--- config.mk ---
export PLATFORM = sky130hd
export DESIGN_NAME = led_sink_blink_fade_control
export DESIGN_NICKNAME = d
export VERILOG_FILES = /design/src/sink_blink_pkg.sv /design/src/led_sink_blink_fade_control.sv
export SDC_FILE = /design/constraint.sdc
export NUM_CORES = 1
export LEC_CHECK = 0
export BUFFER_PORTS_ARGS = -buffer_cell sky130_fd_sc_hd__buf_2
export CAP_MARGIN = 40
export CORE_MARGIN = 5
export CORE_UTILIZATION = 50
export CTS_BUF_LIST = sky130_fd_sc_hd__clkbuf_8 sky130_fd_sc_hd__clkbuf_16
export DETAILED_ROUTE_END_ITERATION = 16
export PLACE_DENSITY = 0.66
export SLEW_MARGIN = 10
export SYNTH_ARGS = -nofsm -noshare
export SYNTH_HDL_FRONTEND = slang
export SYNTH_SLANG_ARGS = --single-unit
--- constraint.sdc ---
create_clock -name CLOCK -period 3.8 [get_ports CLOCK]
set_clock_uncertainty 0.2 [all_clocks]
set_input_delay 0.19 -clock CLOCK [delete_from_list [all_inputs] [get_ports CLOCK]]
set_output_delay 0.19 -clock CLOCK [all_outputs]
set_load 0.005 [all_outputs]
--- src/sink_blink_pkg.sv ---
package sink_blink_pkg;

  // ==========================================================================
  // Register map
  // ==========================================================================
  localparam logic [7:0] ADDR_SINK_FADE_LAW         = 8'h1A;
  localparam logic [7:0] ADDR_SINK_ENABLE_CONTROL   = 8'h1B;
  localparam logic [7:0] ADDR_SINK_BLINK_TIME_UPPER = 8'h1C;
  localparam logic [7:0] ADDR_SINK_BLINK_TIME_LOWER = 8'h1D;

  localparam logic [7:0] RESET_SINK_FADE_LAW         = 8'h00;
  localparam logic [7:0] RESET_SINK_ENABLE_CONTROL   = 8'h00;
  localparam logic [7:0] RESET_SINK_BLINK_TIME_UPPER = 8'h00;
  localparam logic [7:0] RESET_SINK_BLINK_TIME_LOWER = 8'h00;

  localparam logic [7:0] MASK_FADE_LAW = 8'h03;
  localparam logic [7:0] MASK_ENABLE   = 8'h7F;

  // ==========================================================================
  // Field layout
  // ==========================================================================
  localparam int NUM_SINKS       = 7;
  localparam int ON_TIME_LSB     = 6;
  localparam int OFF_FIELD_WIDTH = 2;

  // ==========================================================================
  // Fade law codes and decoded profiles
  // ==========================================================================
  localparam logic [1:0] LAW_LINEAR_A = 2'h0;
  localparam logic [1:0] LAW_LINEAR_B = 2'h1;
  localparam logic [1:0] LAW_CUBIC_10 = 2'h2;
  localparam logic [1:0] LAW_CUBIC_11 = 2'h3;

  localparam logic [1:0] PROFILE_LINEAR  = 2'h0;
  localparam logic [1:0] PROFILE_CUBIC_A = 2'h1;
  localparam logic [1:0] PROFILE_CUBIC_B = 2'h2;

  // ==========================================================================
  // Timing
  // ==========================================================================
  localparam int CLOCK_HZ     = 40_000_000;
  localparam int TICK_MS      = 200;
  localparam int TICK_CYCLES_DEFAULT = (CLOCK_HZ / 1000) * TICK_MS;

  localparam int ON_TIME_00_MS  = 200;
  localparam int ON_TIME_01_MS  = 600;
  localparam int ON_TIME_10_MS  = 800;
  localparam int ON_TIME_11_MS  = 1200;
  localparam int OFF_TIME_01_MS = 600;
  localparam int OFF_TIME_10_MS = 1200;
  localparam int OFF_TIME_11_MS = 1800;

  localparam logic [1:0] OFF_DISABLED = 2'h0;

  localparam int TICK_COUNT_WIDTH = 4;

  typedef enum logic {PH_ON, PH_OFF} phase_e;

endpackage

--- src/led_sink_blink_fade_control.sv ---
// Overview of operation
// - Law codes 00 and 01 select linear steps.
// - Law code 10 selects first cubic profile.
// - Law code 11 selects second cubic profile.
// - Control bits 0..6 enable sinks one..seven.
// - On-time code maps to 0.2/0.6/0.8/1.2 s.
// - Blinking sink stays on for on-time first.
// - Upper time register holds sinks seven..five off-times.
// - Off-time code maps disabled/0.6/1.2/1.8 s.
// - Disabled off-time keeps enabled sink steadily on.
// - Nonzero off-time alternates off and on periods.
// - Lower time register holds sinks four..one off-times.
// - Sinks enabled together start blinking together.
`timescale 1ns/1ps
module led_sink_blink_fade_control
  import sink_blink_pkg::*;
#(
  parameter int TICK_CYCLES = TICK_CYCLES_DEFAULT
) (
  input  wire logic       CLOCK,
  input  wire logic       RST,
  input  wire logic [7:0] ADDR,
  input  wire logic [7:0] WDATA,
  input  wire logic       WR,
  output logic      [7:0] RDATA,
  output logic      [6:0] SINK_ON,
  output logic      [1:0] FADE_PROFILE
);

  // ==========================================================================
  // Interval decoding
  // ==========================================================================
  function automatic logic [TICK_COUNT_WIDTH-1:0] on_ticks(input logic [1:0] code);
    case (code)
      2'h0:    on_ticks = TICK_COUNT_WIDTH'(ON_TIME_00_MS / TICK_MS);
      2'h1:    on_ticks = TICK_COUNT_WIDTH'(ON_TIME_01_MS / TICK_MS);
      2'h2:    on_ticks = TICK_COUNT_WIDTH'(ON_TIME_10_MS / TICK_MS);
      default: on_ticks = TICK_COUNT_WIDTH'(ON_TIME_11_MS / TICK_MS);
    endcase
  endfunction

  function automatic logic [TICK_COUNT_WIDTH-1:0] off_ticks(input logic [1:0] code);
    case (code)
      2'h1:    off_ticks = TICK_COUNT_WIDTH'(OFF_TIME_01_MS / TICK_MS);
      2'h2:    off_ticks = TICK_COUNT_WIDTH'(OFF_TIME_10_MS / TICK_MS);
      2'h3:    off_ticks = TICK_COUNT_WIDTH'(OFF_TIME_11_MS / TICK_MS);
      default: off_ticks = '0;
    endcase
  endfunction

  // ==========================================================================
  // Registers
  // ==========================================================================
  logic [7:0] sink_fade_law;
  logic [7:0] sink_enable_control;
  logic [7:0] sink_blink_time_upper;
  logic [7:0] sink_blink_time_lower;

  wire wr_law   = WR && (ADDR == ADDR_SINK_FADE_LAW);
  wire wr_ctrl  = WR && (ADDR == ADDR_SINK_ENABLE_CONTROL);
  wire wr_upper = WR && (ADDR == ADDR_SINK_BLINK_TIME_UPPER);
  wire wr_lower = WR && (ADDR == ADDR_SINK_BLINK_TIME_LOWER);

  always_ff @(posedge CLOCK or posedge RST) begin
    if (RST) begin
      sink_fade_law         <= RESET_SINK_FADE_LAW;
      sink_enable_control   <= RESET_SINK_ENABLE_CONTROL;
      sink_blink_time_upper <= RESET_SINK_BLINK_TIME_UPPER;
      sink_blink_time_lower <= RESET_SINK_BLINK_TIME_LOWER;
    end else begin
      if (wr_law) begin
        sink_fade_law <= WDATA & MASK_FADE_LAW;
      end
      if (wr_ctrl) begin
        sink_enable_control <= WDATA & MASK_ENABLE;
      end
      if (wr_upper) begin
        sink_blink_time_upper <= WDATA;
      end
      if (wr_lower) begin
        sink_blink_time_lower <= WDATA;
      end
    end
  end

  // Read data is registered so the bus sees a stable byte one cycle after the address.
  logic [7:0] next_rdata;

  always_comb begin
    case (ADDR)
      ADDR_SINK_FADE_LAW:         next_rdata = sink_fade_law;
      ADDR_SINK_ENABLE_CONTROL:   next_rdata = sink_enable_control;
      ADDR_SINK_BLINK_TIME_UPPER: next_rdata = sink_blink_time_upper;
      ADDR_SINK_BLINK_TIME_LOWER: next_rdata = sink_blink_time_lower;
      default:                    next_rdata = 8'h00;
    endcase
  end

  always_ff @(posedge CLOCK or posedge RST) begin
    if (RST) begin
      RDATA <= 8'h00;
    end else begin
      RDATA <= next_rdata;
    end
  end

  // ==========================================================================
  // Field decoding
  // ==========================================================================
  // Every field has its own name, so the timer loop below reads register fields only through packed vectors.
  wire [1:0]                 fade_law_select     = sink_fade_law[1:0];
  wire                       sink_one_enable     = sink_enable_control[0];
  wire                       sink_two_enable     = sink_enable_control[1];
  wire                       sink_three_enable   = sink_enable_control[2];
  wire                       sink_four_enable    = sink_enable_control[3];
  wire                       sink_five_enable    = sink_enable_control[4];
  wire                       sink_six_enable     = sink_enable_control[5];
  wire                       sink_seven_enable   = sink_enable_control[6];
  wire [OFF_FIELD_WIDTH-1:0] sink_one_off_time   = sink_blink_time_lower[1:0];
  wire [OFF_FIELD_WIDTH-1:0] sink_two_off_time   = sink_blink_time_lower[3:2];
  wire [OFF_FIELD_WIDTH-1:0] sink_three_off_time = sink_blink_time_lower[5:4];
  wire [OFF_FIELD_WIDTH-1:0] sink_four_off_time  = sink_blink_time_lower[7:6];
  wire [OFF_FIELD_WIDTH-1:0] sink_five_off_time  = sink_blink_time_upper[1:0];
  wire [OFF_FIELD_WIDTH-1:0] sink_six_off_time   = sink_blink_time_upper[3:2];
  wire [OFF_FIELD_WIDTH-1:0] sink_seven_off_time = sink_blink_time_upper[5:4];
  wire [1:0]                 shared_on_time      = sink_blink_time_upper[ON_TIME_LSB +: 2];

  // ==========================================================================
  // Fade profile selection
  // ==========================================================================
  logic [1:0] next_profile;

  always_comb begin
    case (fade_law_select)
      LAW_LINEAR_A: next_profile = PROFILE_LINEAR;
      LAW_LINEAR_B: next_profile = PROFILE_LINEAR;
      LAW_CUBIC_10: next_profile = PROFILE_CUBIC_A;
      default:      next_profile = PROFILE_CUBIC_B;
    endcase
  end

  always_ff @(posedge CLOCK or posedge RST) begin
    if (RST) begin
      FADE_PROFILE <= PROFILE_LINEAR;
    end else begin
      FADE_PROFILE <= next_profile;
    end
  end

  // ==========================================================================
  // Shared time base
  // ==========================================================================
  // A single prescaler keeps every sink on the same grid, so sinks enabled in one
  // write stay in lock step while their off-times match; the price is that a sink's first interval
  // may end up to one tick early, since the write does not restart the prescaler.
  logic [31:0] prescale;
  wire         tick = (prescale == 32'(TICK_CYCLES - 1));

  always_ff @(posedge CLOCK or posedge RST) begin
    if (RST) begin
      prescale <= '0;
    end else if (tick) begin
      prescale <= '0;
    end else begin
      prescale <= prescale + 32'h1;
    end
  end

  // ==========================================================================
  // Per-sink blink timers
  // ==========================================================================
  wire [13:0] off_fields = {sink_seven_off_time, sink_six_off_time, sink_five_off_time, sink_four_off_time,
                            sink_three_off_time, sink_two_off_time, sink_one_off_time};
  wire [1:0]  on_code    = shared_on_time;
  wire [TICK_COUNT_WIDTH-1:0] on_limit = on_ticks(on_code);

  phase_e                        phase      [NUM_SINKS];
  logic   [TICK_COUNT_WIDTH-1:0] tick_count [NUM_SINKS];
  logic   [NUM_SINKS-1:0]        enabled_q;

  wire [NUM_SINKS-1:0] enable = {sink_seven_enable, sink_six_enable, sink_five_enable, sink_four_enable,
                                 sink_three_enable, sink_two_enable, sink_one_enable};
  wire [NUM_SINKS-1:0] rising = enable & ~enabled_q;

  // Interval ends are decoded apart from the timer flops, so the flops only pick a branch.
  logic [NUM_SINKS-1:0] blinking;
  logic [NUM_SINKS-1:0] on_done;
  logic [NUM_SINKS-1:0] off_done;

  always_comb begin
    for (int i = 0; i < NUM_SINKS; i++) begin
      blinking[i] = (off_fields[i*OFF_FIELD_WIDTH +: OFF_FIELD_WIDTH] != OFF_DISABLED);
      on_done[i]  = ((tick_count[i] + TICK_COUNT_WIDTH'(1)) >= on_limit);
      off_done[i] = ((tick_count[i] + TICK_COUNT_WIDTH'(1)) >=
                     off_ticks(off_fields[i*OFF_FIELD_WIDTH +: OFF_FIELD_WIDTH]));
    end
  end

  always_ff @(posedge CLOCK or posedge RST) begin
    if (RST) begin
      enabled_q <= '0;
      SINK_ON   <= '0;
      for (int i = 0; i < NUM_SINKS; i++) begin
        phase[i]      <= PH_ON;
        tick_count[i] <= '0;
      end
    end else begin
      enabled_q <= enable;
      for (int i = 0; i < NUM_SINKS; i++) begin
        if (!enable[i]) begin
          phase[i]      <= PH_ON;
          tick_count[i] <= '0;
          SINK_ON[i]    <= 1'b0;
        end else if (rising[i]) begin
          phase[i]      <= PH_ON;
          tick_count[i] <= '0;
          SINK_ON[i]    <= 1'b1;
        end else if (!blinking[i]) begin
          phase[i]      <= PH_ON;
          tick_count[i] <= '0;
          SINK_ON[i]    <= 1'b1;
        end else if (tick) begin
          case (phase[i])
            PH_ON: begin
              if (on_done[i]) begin
                phase[i]      <= PH_OFF;
                tick_count[i] <= '0;
                SINK_ON[i]    <= 1'b0;
              end else begin
                tick_count[i] <= tick_count[i] + 4'h1;
                SINK_ON[i]    <= 1'b1;
              end
            end
            PH_OFF: begin
              if (off_done[i]) begin
                phase[i]      <= PH_ON;
                tick_count[i] <= '0;
                SINK_ON[i]    <= 1'b1;
              end else begin
                tick_count[i] <= tick_count[i] + 4'h1;
                SINK_ON[i]    <= 1'b0;
              end
            end
            default: begin
              phase[i]      <= PH_ON;
              tick_count[i] <= '0;
              SINK_ON[i]    <= 1'b0;
            end
          endcase
        end else begin
          SINK_ON[i] <= (phase[i] == PH_ON);
        end
      end
    end
  end

endmodule

==> results of run 1 <==
[cell families after synthesis]
kind of cell	synth area share (%)
and+or+nand+nor	17.05
DFF	42.22
AOI/OAI and AO/OA	10.41
adders and majority gates	16.92
buffers and inverters	4.186
xor gates and xnor gates	4.459
muxes	4.750
[through the flow]
stage                     hold slack, ps  total power, uW
after global placement             164.5             1439
after detailed placement           169.7             1447
after CTS                          10.74             3033
after global routing               60.65             3119
after floorplan                    140.5             1389
final                              24.50             3006
[layout make-up]
type                            count  area, um2
Fill cell                        1112       5396
Tap cell                          176      220.2
Clock buffer                       17      425.4
Sequential cell                   116       2903
Timing Repair Buffer               50      312.8
Inverter                           65      246.5
Multi-Input combinational cell    486       3685
Clock inverter                     15      158.9
[cell usage in the layout, fill, tap and decap left out, drive strengths merged, types with 5 or more instances in the layout]
cell type      n
or2            5
clkbuf        17
dlygate4sd3   10
dfrtp        116
nand2         57
a222oi         5
a21oi         36
or3            8
and3           8
clkinv         5
ha            93
nand2b        12
nand3         24
xor2          15
buf           40
nor2b         12
nand3b         8
nor3          10
clkinvlp       6
nor2          53
mux2          29
nand4          7
a22o           5
o31a          12
o21ai         27
xnor2         20
inv           67
[final timing paths]
| path | end | slack [ps] | depth (start not counted) |
|---|---|---|---|
| worst min-delay path | RDATA[7]$_DFF_PP0_ | 20 | 3 |
| min in group asynchronous | SINK_ON[0]$_DFF_PP0_ | 250 | 3 |
| worst min register to register | enabled_q[3]$_DFF_PP0_ | 260 | 0 |
| worst max register to register | tick_count[24]$_DFFE_PP0P_ | 1050 | 9 |
| max in group asynchronous | tick_count[16]$_DFFE_PP0P_ | 2350 | 4 |
| worst max-delay path | tick_count[24]$_DFFE_PP0P_ | 1050 | 9 |
[registers in the layout, summed over array words and instances, names as in the netlist]
name / cells
tick_count: 28
sink_blink_time_lower: 8
phase: 7
sink_fade_law: 2
enabled_q: 7
prescale: 32
sink_blink_time_upper: 8
RDATA: 8
SINK_ON: 7
sink_enable_control: 7
FADE_PROFILE: 2
[metal layers]
metal  routed length (um)  GRT usage (%)  share of wire [%]
met1                 6926          25.50                 47
met3                  517          4.299                3.5
met2                 6743          30.32                 46
met4                  423          8.833                2.9
met5                    0              0                  0
[report_power, final]
part	total [uW]	internal, uW	leakage (uW)	switching [uW]
clock network	1570	966	0.000268	607
registers	1280	1260	0.00160	22.9
logic	153	62.4	0.00203	90.6
[worst max-delay path, delay by kind of cell, from the launching register on]
kind,cells,cell delay [ps]
AOI/OAI and AO/OA,4,840
adders and majority gates,2,530
muxes,1,230
DFF,1,430
and+or+nand+nor,2,450
==> results.cfg, run 1 <==
[outcome]
status = completed

[clock_network]
postCtsHoldBufs = 10
cts_tree = done
cts_buffers = 17
cts_setup_buffers = 0
clk_pin_slew_ps = 60
cts_buffer_depth = 2
clock_latency_ps = 420
clockRootBuffer = clkbuf_16
cts_resized = 0
numClockSinks = 116
cts_max_level = 4

[grt]
grt_pass1_vias = 5210
grt_pass1_wl_mm = 25.01
grt_max_degree = 59
antenna_found_initial = 0
gr-usage-all-layers_pct = 19.29
globalRoute.totalOverflow = 0

[placement]
port_buffers = 35
dp_hpwl_mm = 10.29
gp_congestion = 0.8708
dp_slack_ps = 1054
dp.cells = 883
postPlaceCellArea_mm2 = 0.007267

[critical_path]
end_kind = flop
worstPathCellList = ha_1, nor2b_1, or2_2, ha_1, o21ai_0, a21oi_1, o31a_1, a2111oi_2, mux2_2
crit_required_ps = 3950
cp-start-kind = flop
startpoint = tick_count[24]$_DFFE_PP0P_
criticalPathCategory = flop to flop
arrival_ps = 2910
cpMostUsedCell = ha_1
cp_max_fo = 5
r2r-start = tick_count[24]$_DFFE_PP0P_
cp_slowest_cell = dfrtp_1
cpPeakStageDelay_ps = 430

[floorplan]
pin_count = 36
die_width_um = 127.3
die_h_um = 127.3
core_area_mm2 = 0.01335
start_util_pct = 51.51
dieArea_mm2 = 0.01620
num_rows = 42

[logic_synthesis]
synth_edf_count = 0
synthFlopType = dfrtp_1
synth_top_cell_area_share_pct = 42.22
yosysMostFrequentCell = dfrtp_1
synthTopCellsByArea = dfrtp_1 (42%), ha_1 (17%), mux2_2 (4.7%), inv_1 (3.5%), nand2_1 (3.1%)
synthesis.nets = 786
synth_warnings = 0
ys_seq_area_share_pct = 42.22
syn_inst = 674
synth_seq_cells = 116
synth_area_mm2 = 0.006875
synth-async-reset-ratio_pct = 100.0
synth.distinct_cells = 57
yosysTopAreaCell = dfrtp_1
syn_avg_cell_area_um2 = 10.20
ys_top_cells_by_count = dfrtp_1 (116), ha_1 (93), inv_1 (65), nand2_1 (57), nor2_1 (51)

[finish]
final_core_util_pct = 59.57
drive_gt1_share_pct = 16.56
fin_nets = 848
syn2layout_area_growth_pct = 15.65
antenna_cells = 0
fin_area_mm2 = 0.007951
fin_cells = 925

[timing]
rsz0062_at_grt = no
period_needed_ps = 2754
relSlewSlack_pct = 51.18
post-route-period-util_pct = 72.48
finalHoldViolations = 0
worst_pin_slew_ps = 732.3
setup_viol = 0
layout_setup_ws_ps = 1046
finalSetupTns_ps = 0
slew_viol_final = 0
max_clock_freq_ghz = 0.3631

[detailed_routing]
drtIter0Drc = 365
drcViolationCount = 0
antenna_left = 0
dr.pass1.iters = 5
wire_per_inst_um = 15.80
viasPerCell = 5.458
wirelength_mm = 14.61
routed-via-count = 5049

[min_path]
min_from = ADDR[0]
hold_class = input pin to flop

[power_and_ir_drop]
ir_drop_v = 0.0002977
p_leak_uw = 0.003894
power_density_mw_per_mm2 = 378.0

[job]
max-cap-violations = 0
No activity file was read; power rests on OpenSTA's default activity.
==> run 2, diff against run 1 <==
--- a/config.mk
+++ b/config.mk
@@ -11,7 +11,7 @@
 export CORE_UTILIZATION = 50
 export CTS_BUF_LIST = sky130_fd_sc_hd__clkbuf_8 sky130_fd_sc_hd__clkbuf_16
 export DETAILED_ROUTE_END_ITERATION = 16
-export PLACE_DENSITY = 0.66
+export PLACE_DENSITY = 0.69
 export SLEW_MARGIN = 10
 export SYNTH_ARGS = -nofsm -noshare
 export SYNTH_HDL_FRONTEND = slang
==> constraint.sdc (replaced) <==
create_clock -name CLOCK -period 2.2 [get_ports CLOCK]
set_clock_uncertainty 0.2 [all_clocks]
set_input_delay 0.11 -clock CLOCK [delete_from_list [all_inputs] [get_ports CLOCK]]
set_output_delay 0.11 -clock CLOCK [all_outputs]
set_load 0.005 [all_outputs]
==> results.cfg, run 2 (synthesis results as in run 1) <==
[detailed_routing]
antenna_left = 0
wirelength_mm = 19.24
wire_per_inst_um = 18.15
dr.pass1.iters = 5
drcViolationCount = 0
routed-via-count = 5911
drtIter0Drc = 397
viasPerCell = 5.576

[power_and_ir_drop]
p_total_uw = 5360
p_sw_uw = 1224
comb_power_share_pct = 7.9
p_int_uw = 4136
seqPwrFrac_pct = 41.2
ir_drop_v = 0.0004979
p_leak_uw = 0.004722
clock_power_share_pct = 50.8
power_density_mw_per_mm2 = 544.3
p_sw_share_pct = 22.83

[timing]
hold_slack_ps = 9.331
layout_setup_ws_ps = -286.8
relSlewSlack_pct = 57.95
finalHoldViolations = 0
period_needed_ps = 2487
max_clock_freq_ghz = 0.4021
slew_viol_final = 0
post-route-period-util_pct = 113.0
rsz0062_at_grt = yes
setup_viol = 38
worst_pin_slew_ps = 629.4

[finish]
fin_area_mm2 = 0.009847
top_regs = prescale x32, tick_count x28
mostFrequentLayoutCell = buf_4
largest_register_ffs = 32
final_cell_mix = buf_4 (122), dfrtp_1 (110), ha_1 (70), inv_1 (59), nand2_1 (57)
antenna_cells = 0
syn2layout_area_growth_pct = 43.22
fin_nets = 984
largest-register = prescale
final_core_util_pct = 73.77
drive_gt1_share_pct = 41.74

[grt]
gr-usage-all-layers_pct = 22.56
grt_max_degree = 44
antenna_found_initial = 0
grt_pass1_vias = 6130
globalRoute.totalOverflow = 0
grt_pass1_wl_mm = 29.24

[min_path]
hold_class = input pin to flop

[clock_network]
cts_buffer_depth = 2
cts_max_level = 4
cts_buffers = 17
numClockSinks = 116
clockRootBuffer = clkbuf_16
cts_tree = done
clk_pin_slew_ps = 50
clock_latency_ps = 420

[floorplan]
die_width_um = 127.3
core_area_mm2 = 0.01335
num_rows = 42
dieArea_mm2 = 0.01620
pin_count = 36
start_util_pct = 51.51
die_h_um = 127.3

[critical_path]
worstPathCellList = ha_2, nor2b_4, or2_4, ha_4, o21ai_2, a21oi_2, o31a_1, a2111oi_4, o21ai_1, nand2_1
crit_required_ps = 2350
criticalPathCategory = flop to flop
arrival_ps = 2630
cpPeakStageDelay_ps = 420
cp_max_fo = 3
end_kind = flop
cp_slowest_cell = dfrtp_1
cp-start-kind = flop

[placement]
dp_hpwl_mm = 12.03
postPlaceCellArea_mm2 = 0.008282
port_buffers = 35
dp_slack_ps = -279.4
gp_congestion = 0.8892

[outcome]
failed_checks = negative setup slack
status = complete, but fails checks

[job]
max-cap-violations = 0
run 2: final timing paths:
kind,start,endpoint,slack (ps),cells past startpoint
min reg2reg,sink_enable_control[5]$_DFFE_PP0P_,enabled_q[5]$_DFF_PP0_,260,0
max,tick_count[1]$_DFFE_PP0P_,tick_count[2]$_DFFE_PP0P_,-290,10
max reg2reg,tick_count[1]$_DFFE_PP0P_,tick_count[2]$_DFFE_PP0P_,-290,10
max in group asynchronous,RST,sink_blink_time_upper[0]$_DFFE_PP0P_,1030,4
min,ADDR[1],RDATA[0]$_DFF_PP0_,9,5
min in group asynchronous,RST,prescale[7]$_DFF_PP0_,130,3
run 2: area by class of cell:
cell class              instances  area [um2]
inverters                      65       247.7
fillers                       831        3501
flip-flops and latches        116        2910
well taps                     176       220.2
clock inverters                10       106.4
repair buffers                185        1496
multi-input cells             487        4385
clock buffers                  21       480.5
run 2: repair_timing:
action                                  4_1_cts  5_1_grt
endpoints found under the setup margin       37       42
hold endpoints to repair                     50        0
gates cloned                                  3        2
hold buffers                                 11        0
gates resized for setup                      35       97
buffers inserted                             12       17
pin swaps                                    29       56
run 2: critical path: cells and delay by family (launching register included):
family	cells	cell delay, ps
adder cells (fa/ha/maj)	2	420
AND/OR/NAND/NOR	3	480
AO/OA/AOI/OAI	5	910
flip-flops	1	420
run 2: layer usage:
| layer | track usage [%] | part of all wire, % |
|---|---|---|
| met1 | 27.66 | 40 |
| met2 | 39.05 | 52 |
| met3 | 5.008 | 4.8 |
| met4 | 8.076 | 2.6 |
| met5 | 0 | 0 |
run 2: metrics by stage:
step	TNS (ps)	std cells
after floorplan	-700.3	674
after global placement	-2314	984
after detailed placement	-4951	984
after CTS	-3693	1041
after global routing	-7305	1060
final	-4706	1060
run 2: power groups by stage:
stage                     clock network, uW  logic (uW)  registers [uW]
final                                  2730         425            2210
after CTS                              2750         382            2200
after detailed placement                  0         332            2240
after floorplan                           0         179            2230
after global routing                   2880         467            2210
after global placement                    0         315            2240
